## src/pbst_pkg.sv

```systemverilog
// Purpose: shared constants and types of the packet self-test block
// Assumes: 50 MHz reference clock, 5-bit management register addresses
// Notes: register offsets are management register numbers
package pbst_pkg;
    // management register numbers
    localparam logic [4:0] REG_CNT_VIEW = 5'h18; // self_test_count_view
    localparam logic [4:0] REG_CFG_ONE = 5'h19; // self_test_config_one
    localparam logic [4:0] REG_CFG_TWO = 5'h1a; // self_test_config_two
    // self_test_config_one fields
    localparam int C1_CNT_TYPE = 15; // 1 error counter, 0 packet counter
    localparam int C1_CNT_CLR = 14; // write 1 clears active counter
    localparam int C1_LONG = 13; // 1 long frames
    localparam int C1_GAP_LONG = 12; // 1 long gap
    localparam int C1_TX_EN = 11; // generator enable, self clearing after a counted run
    localparam int C1_PRBS = 10; // 1 pseudo random payload
    localparam int C1_USER_MSB = 7; // user byte msb
    // self_test_config_two fields
    localparam int C2_CNT_EN = 15; // counter enable
    localparam int C2_CNT_HI = 14; // 1 shows upper half
    localparam int C2_NUM_MSB = 13; // packet count code msb
    localparam int C2_NUM_LSB = 11; // packet count code lsb
    // reset values
    localparam logic [15:0] CFG_ONE_RST = 16'h0000; // generator and counter idle
    localparam logic [15:0] CFG_TWO_RST = 16'h0000; // counter disabled
    localparam logic [8:0] PRBS_SEED = 9'h1ff; // nonzero lfsr seed
    // frame lengths in bytes
    localparam logic [10:0] LEN_SHORT = 11'd60; // short frame
    localparam logic [10:0] LEN_LONG = 11'd1514; // long frame
    // gap times in ns and their least cycle counts
    localparam int CLK_PERIOD_NS = 20; // reference clock period
    localparam int GAP_LONG_NS = 9600; // 9.6 us
    localparam int GAP_SHORT_NS = 96; // 0.096 us
    localparam logic [9:0] GAP_LONG_CYC = 10'((GAP_LONG_NS + CLK_PERIOD_NS - 1) / CLK_PERIOD_NS);
    localparam logic [9:0] GAP_SHORT_CYC = 10'((GAP_SHORT_NS + CLK_PERIOD_NS - 1) / CLK_PERIOD_NS);
    // packet count codes and totals
    localparam logic [2:0] NUM_CONT = 3'h0; // continuous
    localparam logic [23:0] NUM_1 = 24'd1; // code 1
    localparam logic [23:0] NUM_10 = 24'd10; // code 2
    localparam logic [23:0] NUM_100 = 24'd100; // code 3
    localparam logic [23:0] NUM_1K = 24'd1000; // code 4
    localparam logic [23:0] NUM_10K = 24'd10000; // code 5
    localparam logic [23:0] NUM_100K = 24'd100000; // code 6
    localparam logic [23:0] NUM_10M = 24'd10000000; // code 7
    // one byte on a media-independent data path
    typedef struct packed {
        logic en; // frame valid
        logic er; // error
        logic [7:0] data; // byte
    } pbst_byte_t;
    localparam pbst_byte_t BYTE_IDLE = '{en: 1'b0, er: 1'b0, data: 8'h00}; // idle path
endpackage : pbst_pkg

```

## src/pbst_fifo.sv

```systemverilog
// Purpose: small synchronous fifo with valid/ready on both sides
// Assumes: DEPTH is a power of two
// Notes: full drops in_ready, empty drops out_valid
`timescale 1ns/1ps
module pbst_fifo #(
    parameter int WIDTH = 9,
    parameter int DEPTH = 4
) (
    input wire logic ref_clk, // reference clock
    input wire logic rst, // async reset, active high
    input wire logic in_valid, // write request
    output logic in_ready, // room available
    input wire logic [WIDTH-1:0] in_data, // write word
    output logic out_valid, // word available
    input wire logic out_ready, // read request
    output logic [WIDTH-1:0] out_data // head word
);
    localparam int AW = $clog2(DEPTH); // pointer width
    logic [WIDTH-1:0] mem [DEPTH]; // storage
    logic [AW-1:0] wr_ptr; // write pointer
    logic [AW-1:0] rd_ptr; // read pointer
    logic [AW:0] fill; // words held
    logic push; // accepted write
    logic pop; // accepted read

    // handshakes from the fill level
    always_comb begin
        in_ready = (fill != (AW+1)'(DEPTH));
        out_valid = (fill != '0);
        push = in_valid && in_ready;
        pop = out_valid && out_ready;
        out_data = mem[rd_ptr];
    end

    // pointers and fill count
    always_ff @(posedge ref_clk or posedge rst) begin
        if (rst) begin
            wr_ptr <= '0;
            rd_ptr <= '0;
            fill <= '0;
        end else begin
            if (push) wr_ptr <= wr_ptr + 1'b1;
            if (pop) rd_ptr <= rd_ptr + 1'b1;
            fill <= fill + (AW+1)'(push) - (AW+1)'(pop);
        end
    end

    // storage has no reset
    always_ff @(posedge ref_clk) begin
        if (push) mem[wr_ptr] <= in_data;
    end
endmodule : pbst_fifo

```

## src/pbst_core.sv

```systemverilog
// Purpose: receive counter and transmit packet generator of the phy self test
// Assumes: link clock sampled by ref_clk, media receive path on ref_clk
// Notes: one byte moves per detected link clock rising edge
`timescale 1ns/1ps
module pbst_core #(
    parameter int FIFO_DEPTH = 4
) (
    input wire logic ref_clk, // reference clock
    input wire logic rst, // async reset, active high
    input wire logic link_clk_pin, // mac transmit clock pin
    input wire pbst_pkg::pbst_byte_t mac_tx, // mac transmit pins
    input wire pbst_pkg::pbst_byte_t med_rx, // media receive path
    input wire logic loopback_en, // loopback control level
    input wire logic [4:0] mgmt_addr, // register number
    input wire logic mgmt_wr, // write strobe
    input wire logic mgmt_rd, // read strobe
    input wire logic [15:0] mgmt_wdata, // write data
    output logic [15:0] mgmt_rdata, // read data, registered
    output pbst_pkg::pbst_byte_t med_tx, // media transmit path
    output pbst_pkg::pbst_byte_t mac_rx, // mac receive pins
    output logic bist_busy // generator running
);
    import pbst_pkg::*;

    typedef enum logic [1:0] {GEN_IDLE, GEN_SEND, GEN_GAP} pbst_gen_t;

    // link clock sampling
    logic [2:0] lclk_s; // three stage sampler
    logic lclk_lvl; // agreed level
    logic link_rise; // one cycle per rising edge
    pbst_byte_t mtx_s0, mtx_s1, mtx_s2; // mac transmit sampler
    // registers
    logic [15:0] cfg_one, next_cfg_one; // config one
    logic [15:0] cfg_two, next_cfg_two; // config two
    logic [31:0] rx_cnt, next_rx_cnt; // receive counter
    logic [15:0] next_rdata; // read data
    logic [15:0] view_val; // selected counter half
    logic prev_dv, prev_er; // previous mac receive levels
    logic pkt_ev, err_ev, sel_ev; // receive events
    logic cnt_clr; // clear write
    // generator
    pbst_gen_t state, next_state; // generator state
    logic [10:0] byte_cnt, next_byte_cnt; // byte in frame
    logic [9:0] gap_cnt, next_gap_cnt; // gap cycles
    logic [23:0] pkt_cnt, next_pkt_cnt; // frames sent
    logic [8:0] lfsr, next_lfsr; // payload lfsr
    logic [23:0] target; // frames to send
    logic [10:0] frame_len; // bytes per frame
    logic [9:0] gap_cyc; // gap length
    logic gen_done; // last frame finished
    logic is_last; // last byte of frame
    logic fifo_in_valid, fifo_in_ready; // generator side
    logic [8:0] fifo_in_data; // {byte, last}
    logic fifo_out_valid, fifo_out_ready; // drain side
    logic [8:0] fifo_out_data; // head
    // data path
    pbst_byte_t tx_byte, next_tx_byte; // byte on the transmit path
    pbst_byte_t next_med_tx, next_mac_rx; // output next values

    // sample link clock and mac transmit pins, stage 0 feeds only stage 1
    always_ff @(posedge ref_clk or posedge rst) begin
        if (rst) begin
            lclk_s <= 3'h0;
            lclk_lvl <= 1'b0;
            mtx_s0 <= BYTE_IDLE;
            mtx_s1 <= BYTE_IDLE;
            mtx_s2 <= BYTE_IDLE;
        end else begin
            lclk_s <= {lclk_s[1:0], link_clk_pin};
            if (lclk_s[1] == lclk_s[2]) lclk_lvl <= lclk_s[2];
            mtx_s0 <= mac_tx;
            mtx_s1 <= mtx_s0;
            mtx_s2 <= mtx_s1;
        end
    end
    // edge counts once stages two and three agree; speed set by that clock
    assign link_rise = (lclk_s[1] == lclk_s[2]) && lclk_s[2] && !lclk_lvl;

    // receive events seen on the mac receive stream, read only
    always_comb begin
        pkt_ev = prev_dv && !mac_rx.en;
        err_ev = mac_rx.er && !prev_er;
        sel_ev = cfg_one[C1_CNT_TYPE] ? err_ev : pkt_ev;
        cnt_clr = mgmt_wr && (mgmt_addr == REG_CFG_ONE) && mgmt_wdata[C1_CNT_CLR];
        view_val = cfg_two[C2_CNT_HI] ? rx_cnt[31:16] : rx_cnt[15:0];
    end

    // register writes, counter and read data next values
    always_comb begin
        next_cfg_one = cfg_one;
        next_cfg_two = cfg_two;
        next_rx_cnt = rx_cnt;
        next_rdata = mgmt_rdata;
        // hardware clears enable when the counted run ends
        if (gen_done) next_cfg_one[C1_TX_EN] = 1'b0;
        if (mgmt_wr && mgmt_addr == REG_CFG_ONE) begin
            // software write wins over the self clear
            next_cfg_one = mgmt_wdata;
            next_cfg_one[C1_CNT_CLR] = 1'b0;
            next_cfg_one[9:8] = 2'h0;
        end
        if (mgmt_wr && mgmt_addr == REG_CFG_TWO) begin
            next_cfg_two = mgmt_wdata;
        end
        // counter: clear, then event, never wrap
        if (cnt_clr) begin
            next_rx_cnt = (cfg_two[C2_CNT_EN] && sel_ev) ? 32'h1 : 32'h0;
        end else if (cfg_two[C2_CNT_EN] && sel_ev && rx_cnt != 32'hffffffff) begin
            next_rx_cnt = rx_cnt + 32'h1;
        end
        if (mgmt_rd) begin
            case (mgmt_addr)
                REG_CNT_VIEW: next_rdata = view_val;
                REG_CFG_ONE: next_rdata = cfg_one;
                REG_CFG_TWO: next_rdata = cfg_two;
                default: next_rdata = 16'h0000; // unmapped read as zero
            endcase
        end
    end

    // register state
    always_ff @(posedge ref_clk or posedge rst) begin
        if (rst) begin
            cfg_one <= CFG_ONE_RST;
            cfg_two <= CFG_TWO_RST;
            rx_cnt <= 32'h0;
            mgmt_rdata <= 16'h0000;
            prev_dv <= 1'b0;
            prev_er <= 1'b0;
        end else begin
            cfg_one <= next_cfg_one;
            cfg_two <= next_cfg_two;
            rx_cnt <= next_rx_cnt;
            mgmt_rdata <= next_rdata;
            prev_dv <= mac_rx.en;
            prev_er <= mac_rx.er;
        end
    end

    // generator settings decoded from config
    always_comb begin
        frame_len = cfg_one[C1_LONG] ? LEN_LONG : LEN_SHORT;
        gap_cyc = cfg_one[C1_GAP_LONG] ? GAP_LONG_CYC : GAP_SHORT_CYC;
        case (cfg_two[C2_NUM_MSB:C2_NUM_LSB])
            3'h1: target = NUM_1;
            3'h2: target = NUM_10;
            3'h3: target = NUM_100;
            3'h4: target = NUM_1K;
            3'h5: target = NUM_10K;
            3'h6: target = NUM_100K;
            3'h7: target = NUM_10M;
            default: target = 24'h0; // continuous
        endcase
    end

    // generator next state: frames into the fifo, then the gap
    always_comb begin
        logic [8:0] l;
        logic [7:0] pay;
        l = lfsr;
        pay = cfg_one[C1_PRBS] ? lfsr[7:0] : cfg_one[C1_USER_MSB:0];
        next_state = state;
        next_byte_cnt = byte_cnt;
        next_gap_cnt = gap_cnt;
        next_pkt_cnt = pkt_cnt;
        next_lfsr = lfsr;
        gen_done = 1'b0;
        is_last = (byte_cnt == frame_len - 11'd1);
        fifo_in_valid = (state == GEN_SEND);
        fifo_in_data = {pay, is_last};
        // eight steps of x^9 + x^5 + 1 per byte
        for (int i = 0; i < 8; i++) begin
            l = {l[7:0], l[8] ^ l[4]};
        end
        case (state)
            GEN_IDLE: begin
                next_byte_cnt = 11'h0;
                next_pkt_cnt = 24'h0;
                if (cfg_one[C1_TX_EN]) next_state = GEN_SEND;
            end
            GEN_SEND: begin
                if (fifo_in_ready) begin
                    next_byte_cnt = byte_cnt + 11'd1;
                    if (cfg_one[C1_PRBS]) next_lfsr = l;
                    if (is_last) begin
                        next_pkt_cnt = pkt_cnt + 24'd1;
                        next_gap_cnt = 10'h0;
                        next_state = GEN_GAP;
                    end
                end
            end
            GEN_GAP: begin
                // gap counts once the last byte has left the transmit path,
                // else a gap shorter than a link period merges two frames
                if (!fifo_out_valid && !tx_byte.en) begin
                    if (gap_cnt == gap_cyc - 10'd1) begin
                        next_byte_cnt = 11'h0;
                        if (target != 24'h0 && pkt_cnt >= target) begin
                            gen_done = 1'b1;
                            next_state = GEN_IDLE;
                        end else if (!cfg_one[C1_TX_EN]) begin
                            next_state = GEN_IDLE;
                        end else begin
                            next_state = GEN_SEND;
                        end
                    end else begin
                        next_gap_cnt = gap_cnt + 10'd1;
                    end
                end
            end
            default: next_state = GEN_IDLE;
        endcase
    end

    // generator state
    always_ff @(posedge ref_clk or posedge rst) begin
        if (rst) begin
            state <= GEN_IDLE;
            byte_cnt <= 11'h0;
            gap_cnt <= 10'h0;
            pkt_cnt <= 24'h0;
            lfsr <= PRBS_SEED;
        end else begin
            state <= next_state;
            byte_cnt <= next_byte_cnt;
            gap_cnt <= next_gap_cnt;
            pkt_cnt <= next_pkt_cnt;
            lfsr <= next_lfsr;
        end
    end

    // byte buffer between generator and link-paced drain
    pbst_fifo #(.WIDTH(9), .DEPTH(FIFO_DEPTH)) u_fifo (
        .ref_clk(ref_clk),
        .rst(rst),
        .in_valid(fifo_in_valid),
        .in_ready(fifo_in_ready),
        .in_data(fifo_in_data),
        .out_valid(fifo_out_valid),
        .out_ready(fifo_out_ready),
        .out_data(fifo_out_data)
    );

    // data path: transmit byte chosen per link edge, outputs steered
    always_comb begin
        bist_busy = (state != GEN_IDLE);
        fifo_out_ready = link_rise && bist_busy;
        next_tx_byte = tx_byte;
        if (link_rise) begin
            if (bist_busy) begin
                // mac transmit pins ignored while generating
                next_tx_byte = BYTE_IDLE;
                if (fifo_out_valid) next_tx_byte = '{en: 1'b1, er: 1'b0,
                                                     data: fifo_out_data[8:1]};
            end else begin
                next_tx_byte = mtx_s2;
            end
        end
        // loopback keeps the media idle and feeds the mac
        next_med_tx = loopback_en ? BYTE_IDLE : tx_byte;
        next_mac_rx = loopback_en ? tx_byte : med_rx;
    end

    // data path registers
    always_ff @(posedge ref_clk or posedge rst) begin
        if (rst) begin
            tx_byte <= BYTE_IDLE;
            med_tx <= BYTE_IDLE;
            mac_rx <= BYTE_IDLE;
        end else begin
            tx_byte <= next_tx_byte;
            med_tx <= next_med_tx;
            mac_rx <= next_mac_rx;
        end
    end
endmodule : pbst_core

```

## config.mk

```make
export PLATFORM = sky130hd
export DESIGN_NAME = pbst_core
export DESIGN_NICKNAME = d
export VERILOG_FILES = /design/src/pbst_pkg.sv /design/src/pbst_fifo.sv /design/src/pbst_core.sv
export SDC_FILE = /design/constraint.sdc
export NUM_CORES = 1
export LEC_CHECK = 0
export BUFFER_PORTS_ARGS = -buffer_cell sky130_fd_sc_hd__buf_2
export CORE_MARGIN = 4
export CORE_UTILIZATION = 65
export CTS_BUF_LIST = sky130_fd_sc_hd__clkbuf_8
export DETAILED_ROUTE_END_ITERATION = 10
export HOLD_SLACK_MARGIN = 0.03
export PLACE_DENSITY = 0.85
export SYNTH_ARGS = -nofsm -noshare
export SYNTH_HDL_FRONTEND = slang
export SYNTH_HIERARCHICAL = 1
export SYNTH_SLANG_ARGS = --single-unit
```

## constraint.sdc

```tcl
create_clock -name ref_clk -period 11 [get_ports ref_clk]
set_input_delay 2.2 -clock ref_clk [delete_from_list [all_inputs] [get_ports ref_clk]]
set_output_delay 2.2 -clock ref_clk [all_outputs]
set_load 0.02 [all_outputs]
```

**After elaboration in Yosys (flattened, before gate mapping)**

Memories as Yosys holds them, arrays and structs flattened.
Index checks and enable logic that the tools add are counted.

- Bits in read-only memories: 0
- Bits in registers: 206
- Bits in writable memories: 36
- Input port bits: 47
- Memories kept: 1
- Output and inout port bits: 37
- Bits in latches: 0

Memory list:

| memory | words | width | rd ports | clocked after Yosys merged registers in | wr ports | line | RTL |
|---|---|---|---|---|---|---|---|
| u_fifo.mem | 4 | 9 | 1 | 0 | 1 | pbst_fifo.sv:19 | `logic [WIDTH-1:0] mem [DEPTH];` |

- Bitwise operators: 8
- Reduce and logical (&&, ||, !) cells: 33
- $add $sub $neg: 10
- Equal/unequal tests: 23
- Order comparisons: 1
- Multiplexer cells: 42
- $mul: 0
- Divide/modulo/power cells: 0
- Shift operators: 0

Operator list:

| cell | count |
|---|---|
| $pmux 24 s7 | 1 |
| $mux 10 | 8 |
| $mux 32 | 2 |
| $mux 24 | 2 |
| $pmux 16 s3 | 1 |
| $pmux 24 s2 | 1 |
| $mux 11 | 4 |
| $pmux 11 s3 | 1 |
| $add 32x1->32 const B | 1 |
| $ne 32x32->1 const B | 1 |
| $add 24x1->24 const B | 1 |
| $ge 24x24->1 | 1 |
| $reduce_bool 24->1 | 1 |
| $pmux 10 s2 | 1 |
| $mux 16 | 1 |
| $eq 5x5->1 const B | 3 |
| $logic_and 1x1->1 | 14 |
| $eq 3x3->1 const B | 4 |
| $mux 12 | 1 |
| $ne 2x2->1 const B | 6 |
| $add 11x1->11 const B | 1 |
| $eq 11x11->1 | 1 |
| $mux 1 | 11 |
| $sub 11x1->11 const B | 1 |
| other kinds (24) | 48 |

**Longest topological paths before layout**

- Depth after elaboration: 10
- Gate-level depth with buffers: 12

**Modules after synthesis**

Netlist, hierarchy kept.

By module, submodules not included:

| module | instances | area each (um^2) | cells each | seq. area each (um^2) |
|---|---|---|---|---|
| pbst_core | 1 | 9631.7 | 917 | 4991.0 |
| pbst_fifo | 1 | 1779.2 | 89 | 1256.2 |

**Least setup slack after synthesis**

Ideal clock, no wire load.

- Kind: input port to flip-flop
- Start point: input mgmt_addr[0]
- End point: register cfg_two[0]
- Path slack: 7.118 ns
- Path buffers: 2
- Required time: 10.875 ns
- Stages on the path: 5
- Setup time: 0.125 ns
- Data arrival time: 3.757 ns
- Cell sequence: clkbuf_1 nor4b_2 nand2_1 clkbuf_1 mux2_2

- Cells in the longest elaborated chain, start to end: 2

RTL lines:

| element | line | RTL |
|---|---|---|
| from (decl) | pbst_core.sv:14 | `input wire logic [4:0] mgmt_addr,` |
| $eq 5x5->1 | pbst_core.sv:102 | `if (mgmt_wr && mgmt_addr == REG_CFG_TWO) begin` |
| $logic_and 1x1->1 | pbst_core.sv:102 |  |
| to (signal assigned) | pbst_core.sv:132 | `cfg_two <= next_cfg_two;` |
| to (decl) | pbst_core.sv:34 | `logic [15:0] cfg_two, next_cfg_two;` |

Every way passes these cells.
A chain may end at the register's enable or synchronous reset.

**Final worst setup path**

- Start point: input mgmt_addr[2]
- End point: register rx_cnt[28]

- Cells in the longest elaborated chain, start to end: 4
- Elaborated cells between the ends (all ways): 5

RTL lines:

| element | line | RTL |
|---|---|---|
| $eq 5x5->1 (*) | pbst_core.sv:84 | `cnt_clr = mgmt_wr && (mgmt_addr == REG_CFG_ONE) && mgmt_wdata[C1_CNT_CLR];` |
| $logic_and 1x1->1 (*) (2 in a row) | pbst_core.sv:84 |  |
| $mux 32 or $reduce_bool 2->1 (tied branches) | n/a |  |
| to (signal assigned) | pbst_core.sv:133 | `rx_cnt <= next_rx_cnt;` |
| to (decl) | pbst_core.sv:35 | `logic [31:0] rx_cnt, next_rx_cnt;` |

Mark *: on every way between the ends. The rest lies on a longest branch, timed or not.

==> out/results.tsv <==
stage	metric	value	unit
floorplan	Die Y	139.7	um
pwr	share of power burned in registers	48.7	%
synthesis	syn_nets	1078	
clock_tree	clk sinks	238	
setup_path	worst r2r path cells	7	
floorplan	die area	0.01951	mm2
synthesis	Syn Inst Count	1001	
drt	total wire length	24940	um
drt	antenna-violating nets left	0	
floorplan	Initial Util	67.23	%
min_path	worst hold stages	0	
drt	drt wl/cell	18.85	um
clock_tree	worst-case clock buffer depth	3	
pwr	maximum VDD drop	0.0001220	V
floorplan	Core ar.	0.01676	mm2
grt	vias in the first global route	8022	
cells_and_area	number of antenna diodes	0	
clock_tree	Clock transition at path regs	0.06	ns
grt	met3 GRT Util	4.117	%
setup_path	Critical Path RT	11.42	ns
timing	fmax	198.0	MHz
grt	met2 usage	40.84	%
drt	via count	8160	
timing	slew margin rel.	22.33	%
setup_path	Critical Path AT	5.47	ns
run_status	status	finished clean	
clock_tree	Clock Tree Root	clkbuf_8	
cells_and_area	most frequent cells in the layout	dfrtp_1 (197), buf_2 (83), nand2_1 (81), nor2_1 (81)	
clock_tree	CTS tree	done	
run	max_cap viols	0	
cells_and_area	fill count	1093	
min_path	worst min-delay path endpoint	mtx_s2[1]	
timing	Final setup viols	0	
place	PortBufs	83	
pwr	Leak	5.425	nW
drt	DRC viols	0	
cells_and_area	layout cells sized above 1	20.94	%
timing	final critical-path required period	5.051	ns
synthesis	Yosys warning count	6	
grt	grt ovf	0	
cells_and_area	area grow syn2layout	11.05	%
clock_tree	worst skew pair latency	0.53	ns
pwr	Clk pwr share	27.4	%
timing	Setup TNS Final	0	ns
clock_tree	TritonCTS Buffers	39	
setup_path	maximum fanout along the worst path	32	
setup_path	Crit Reg-Reg Endpoint	gap_cnt[9]	
grt	largest net degree at the start of global routing	130	
setup_path	crit path launch type	input port	
setup_path	reg2reg start	state[0]	
setup_path	Worst setup EP type	register	
floorplan	row count	47	
clock_tree	post-CTS setup buffer count	0	
pwr	switching power	867.9	uW
place	Post-DP HPWL	16850	um
pwr	PwrDens	208.8	mW/mm2
min_path	worst min-delay path class	reg -> reg	
grt	first-pass GRT wire length	40910	um
timing	fin. max-slew vios	0	
drt	number of DRC markers in iteration 0	786	
floorplan	Die Wd	139.7	um
grt	gr busiest metal	met2	
clock_tree	CTS HTree Levels	2	
setup_path	critical path class	in -> reg	
timing	Final period util	45.92	%
drt	drt via density	6.168	
clock_tree	CTS resizes	0	
timing	Worst Skew	0.02764	ns
grt	antenna violations before repair	0	
timing	RSZ-0062 raised after global routing	false	
grt	met1 global-route usage	36.51	%
cells_and_area	Util after Layout	74.66	%
cells_and_area	commonest non-fill, non-tap cell in the layout	dfrtp_1	
timing	final hold vios	0	
grt	global-route usage over all layers	25.67	%
floorplan	Top Ports	84	
pwr	internal cell power	1.745	mW
timing	Least-Margin Pin Slew	1.165	ns
place	Placer Congestion	0.9217	
min_path	worst hold start	mtx_s1[1]	
pwr	combinational fraction of design power	23.8	%
pwr	switch share	33.21	%
synthesis	Avg Cell Area, Syn	11.26	um2
setup_path	reg-to-reg setup timing slack	7.90	ns
drt	Pre-antenna DRT Iters	5	
synthesis	synthesized area	0.01127	mm2
cells_and_area	fin nets	1158	
clock_tree	hold_buf cts	0	
critical path: stages:
cell	delay, ns
buf_2	0.12
and4bb_1	0.64
and3_1	0.78
and2_1	1.01
a21oi_1	0.16
or3_1	0.40
a21oi_1	0.14
metrics by stage:
stage / cells / area (um2) / hold WS (ns) / setup slack [ns] / power [mW]
4_1_cts: 1323 / 12510 / 0.3390 / 5.994 / 2.624
6_report: 1323 / 12510 / 0.3436 / 5.949 / 2.613
3_3_place_gp: 1260 / 11800 / 0.3323 / 5.573 / 1.854
2_1_floorplan: 1001 / 11270 / 0.3312 / 3.389 / 1.692
3_5_place_dp: 1260 / 11800 / 0.3347 / 5.509 / 1.895
5_1_grt: 1323 / 12510 / 0.3463 / 5.731 / 2.757
sequential cells by signal, indices dropped and copies added (netlist names), 11 cells and up:
register	cells
byte_cnt	11
cfg_one	13
cfg_two	16
mgmt_rdata	16
pkt_cnt	24
rx_cnt	32
u_fifo/mem	32
worst max path at each step:
| stage | start | end | slack [ns] | depth (start not counted) |
|---|---|---|---|---|
| final | mgmt_addr[2] | rx_cnt[28] | 5.95 | 7 |
| after global routing | mgmt_addr[2] | rx_cnt[28] | 5.73 | 7 |
| after CTS | mgmt_addr[2] | rx_cnt[28] | 5.99 | 7 |
| after detailed placement | mgmt_addr[2] | rx_cnt[28] | 5.51 | 7 |
| after global placement | mgmt_addr[2] | rx_cnt[28] | 5.57 | 7 |
| after floorplan | rst | byte_cnt[0] | 3.39 | 1 |
layout make-up:
class	count	area [um2]	share of cell area [%]
clock inverters	19	108.9	0.8699
multi-input cells	696	4872	38.94
inverters	19	78.83	0.6299
repair buffers	87	445.4	3.560
well taps	220	275.3	2.200
flip-flops and latches	238	6127	48.96
clock buffers	44	605.6	4.839
layer usage:
layer / part of all wire (%) / wire, um
met1: 42 / 10570
met2: 48 / 11850
met3: 6.9 / 1728
met4: 3.2 / 792
met5: 0 / 0
power groups by stage:
stage / clock (mW) / sequential (mW) / combinational [mW]
after global routing: 0.772 / 1.30 / 0.687
after global placement: 0 / 1.27 / 0.588
final: 0.717 / 1.27 / 0.623
after CTS: 0.731 / 1.27 / 0.624
after floorplan: 0 / 1.23 / 0.465
after detailed placement: 0 / 1.28 / 0.613
Note: power is estimated with default switching activity, not from simulation.
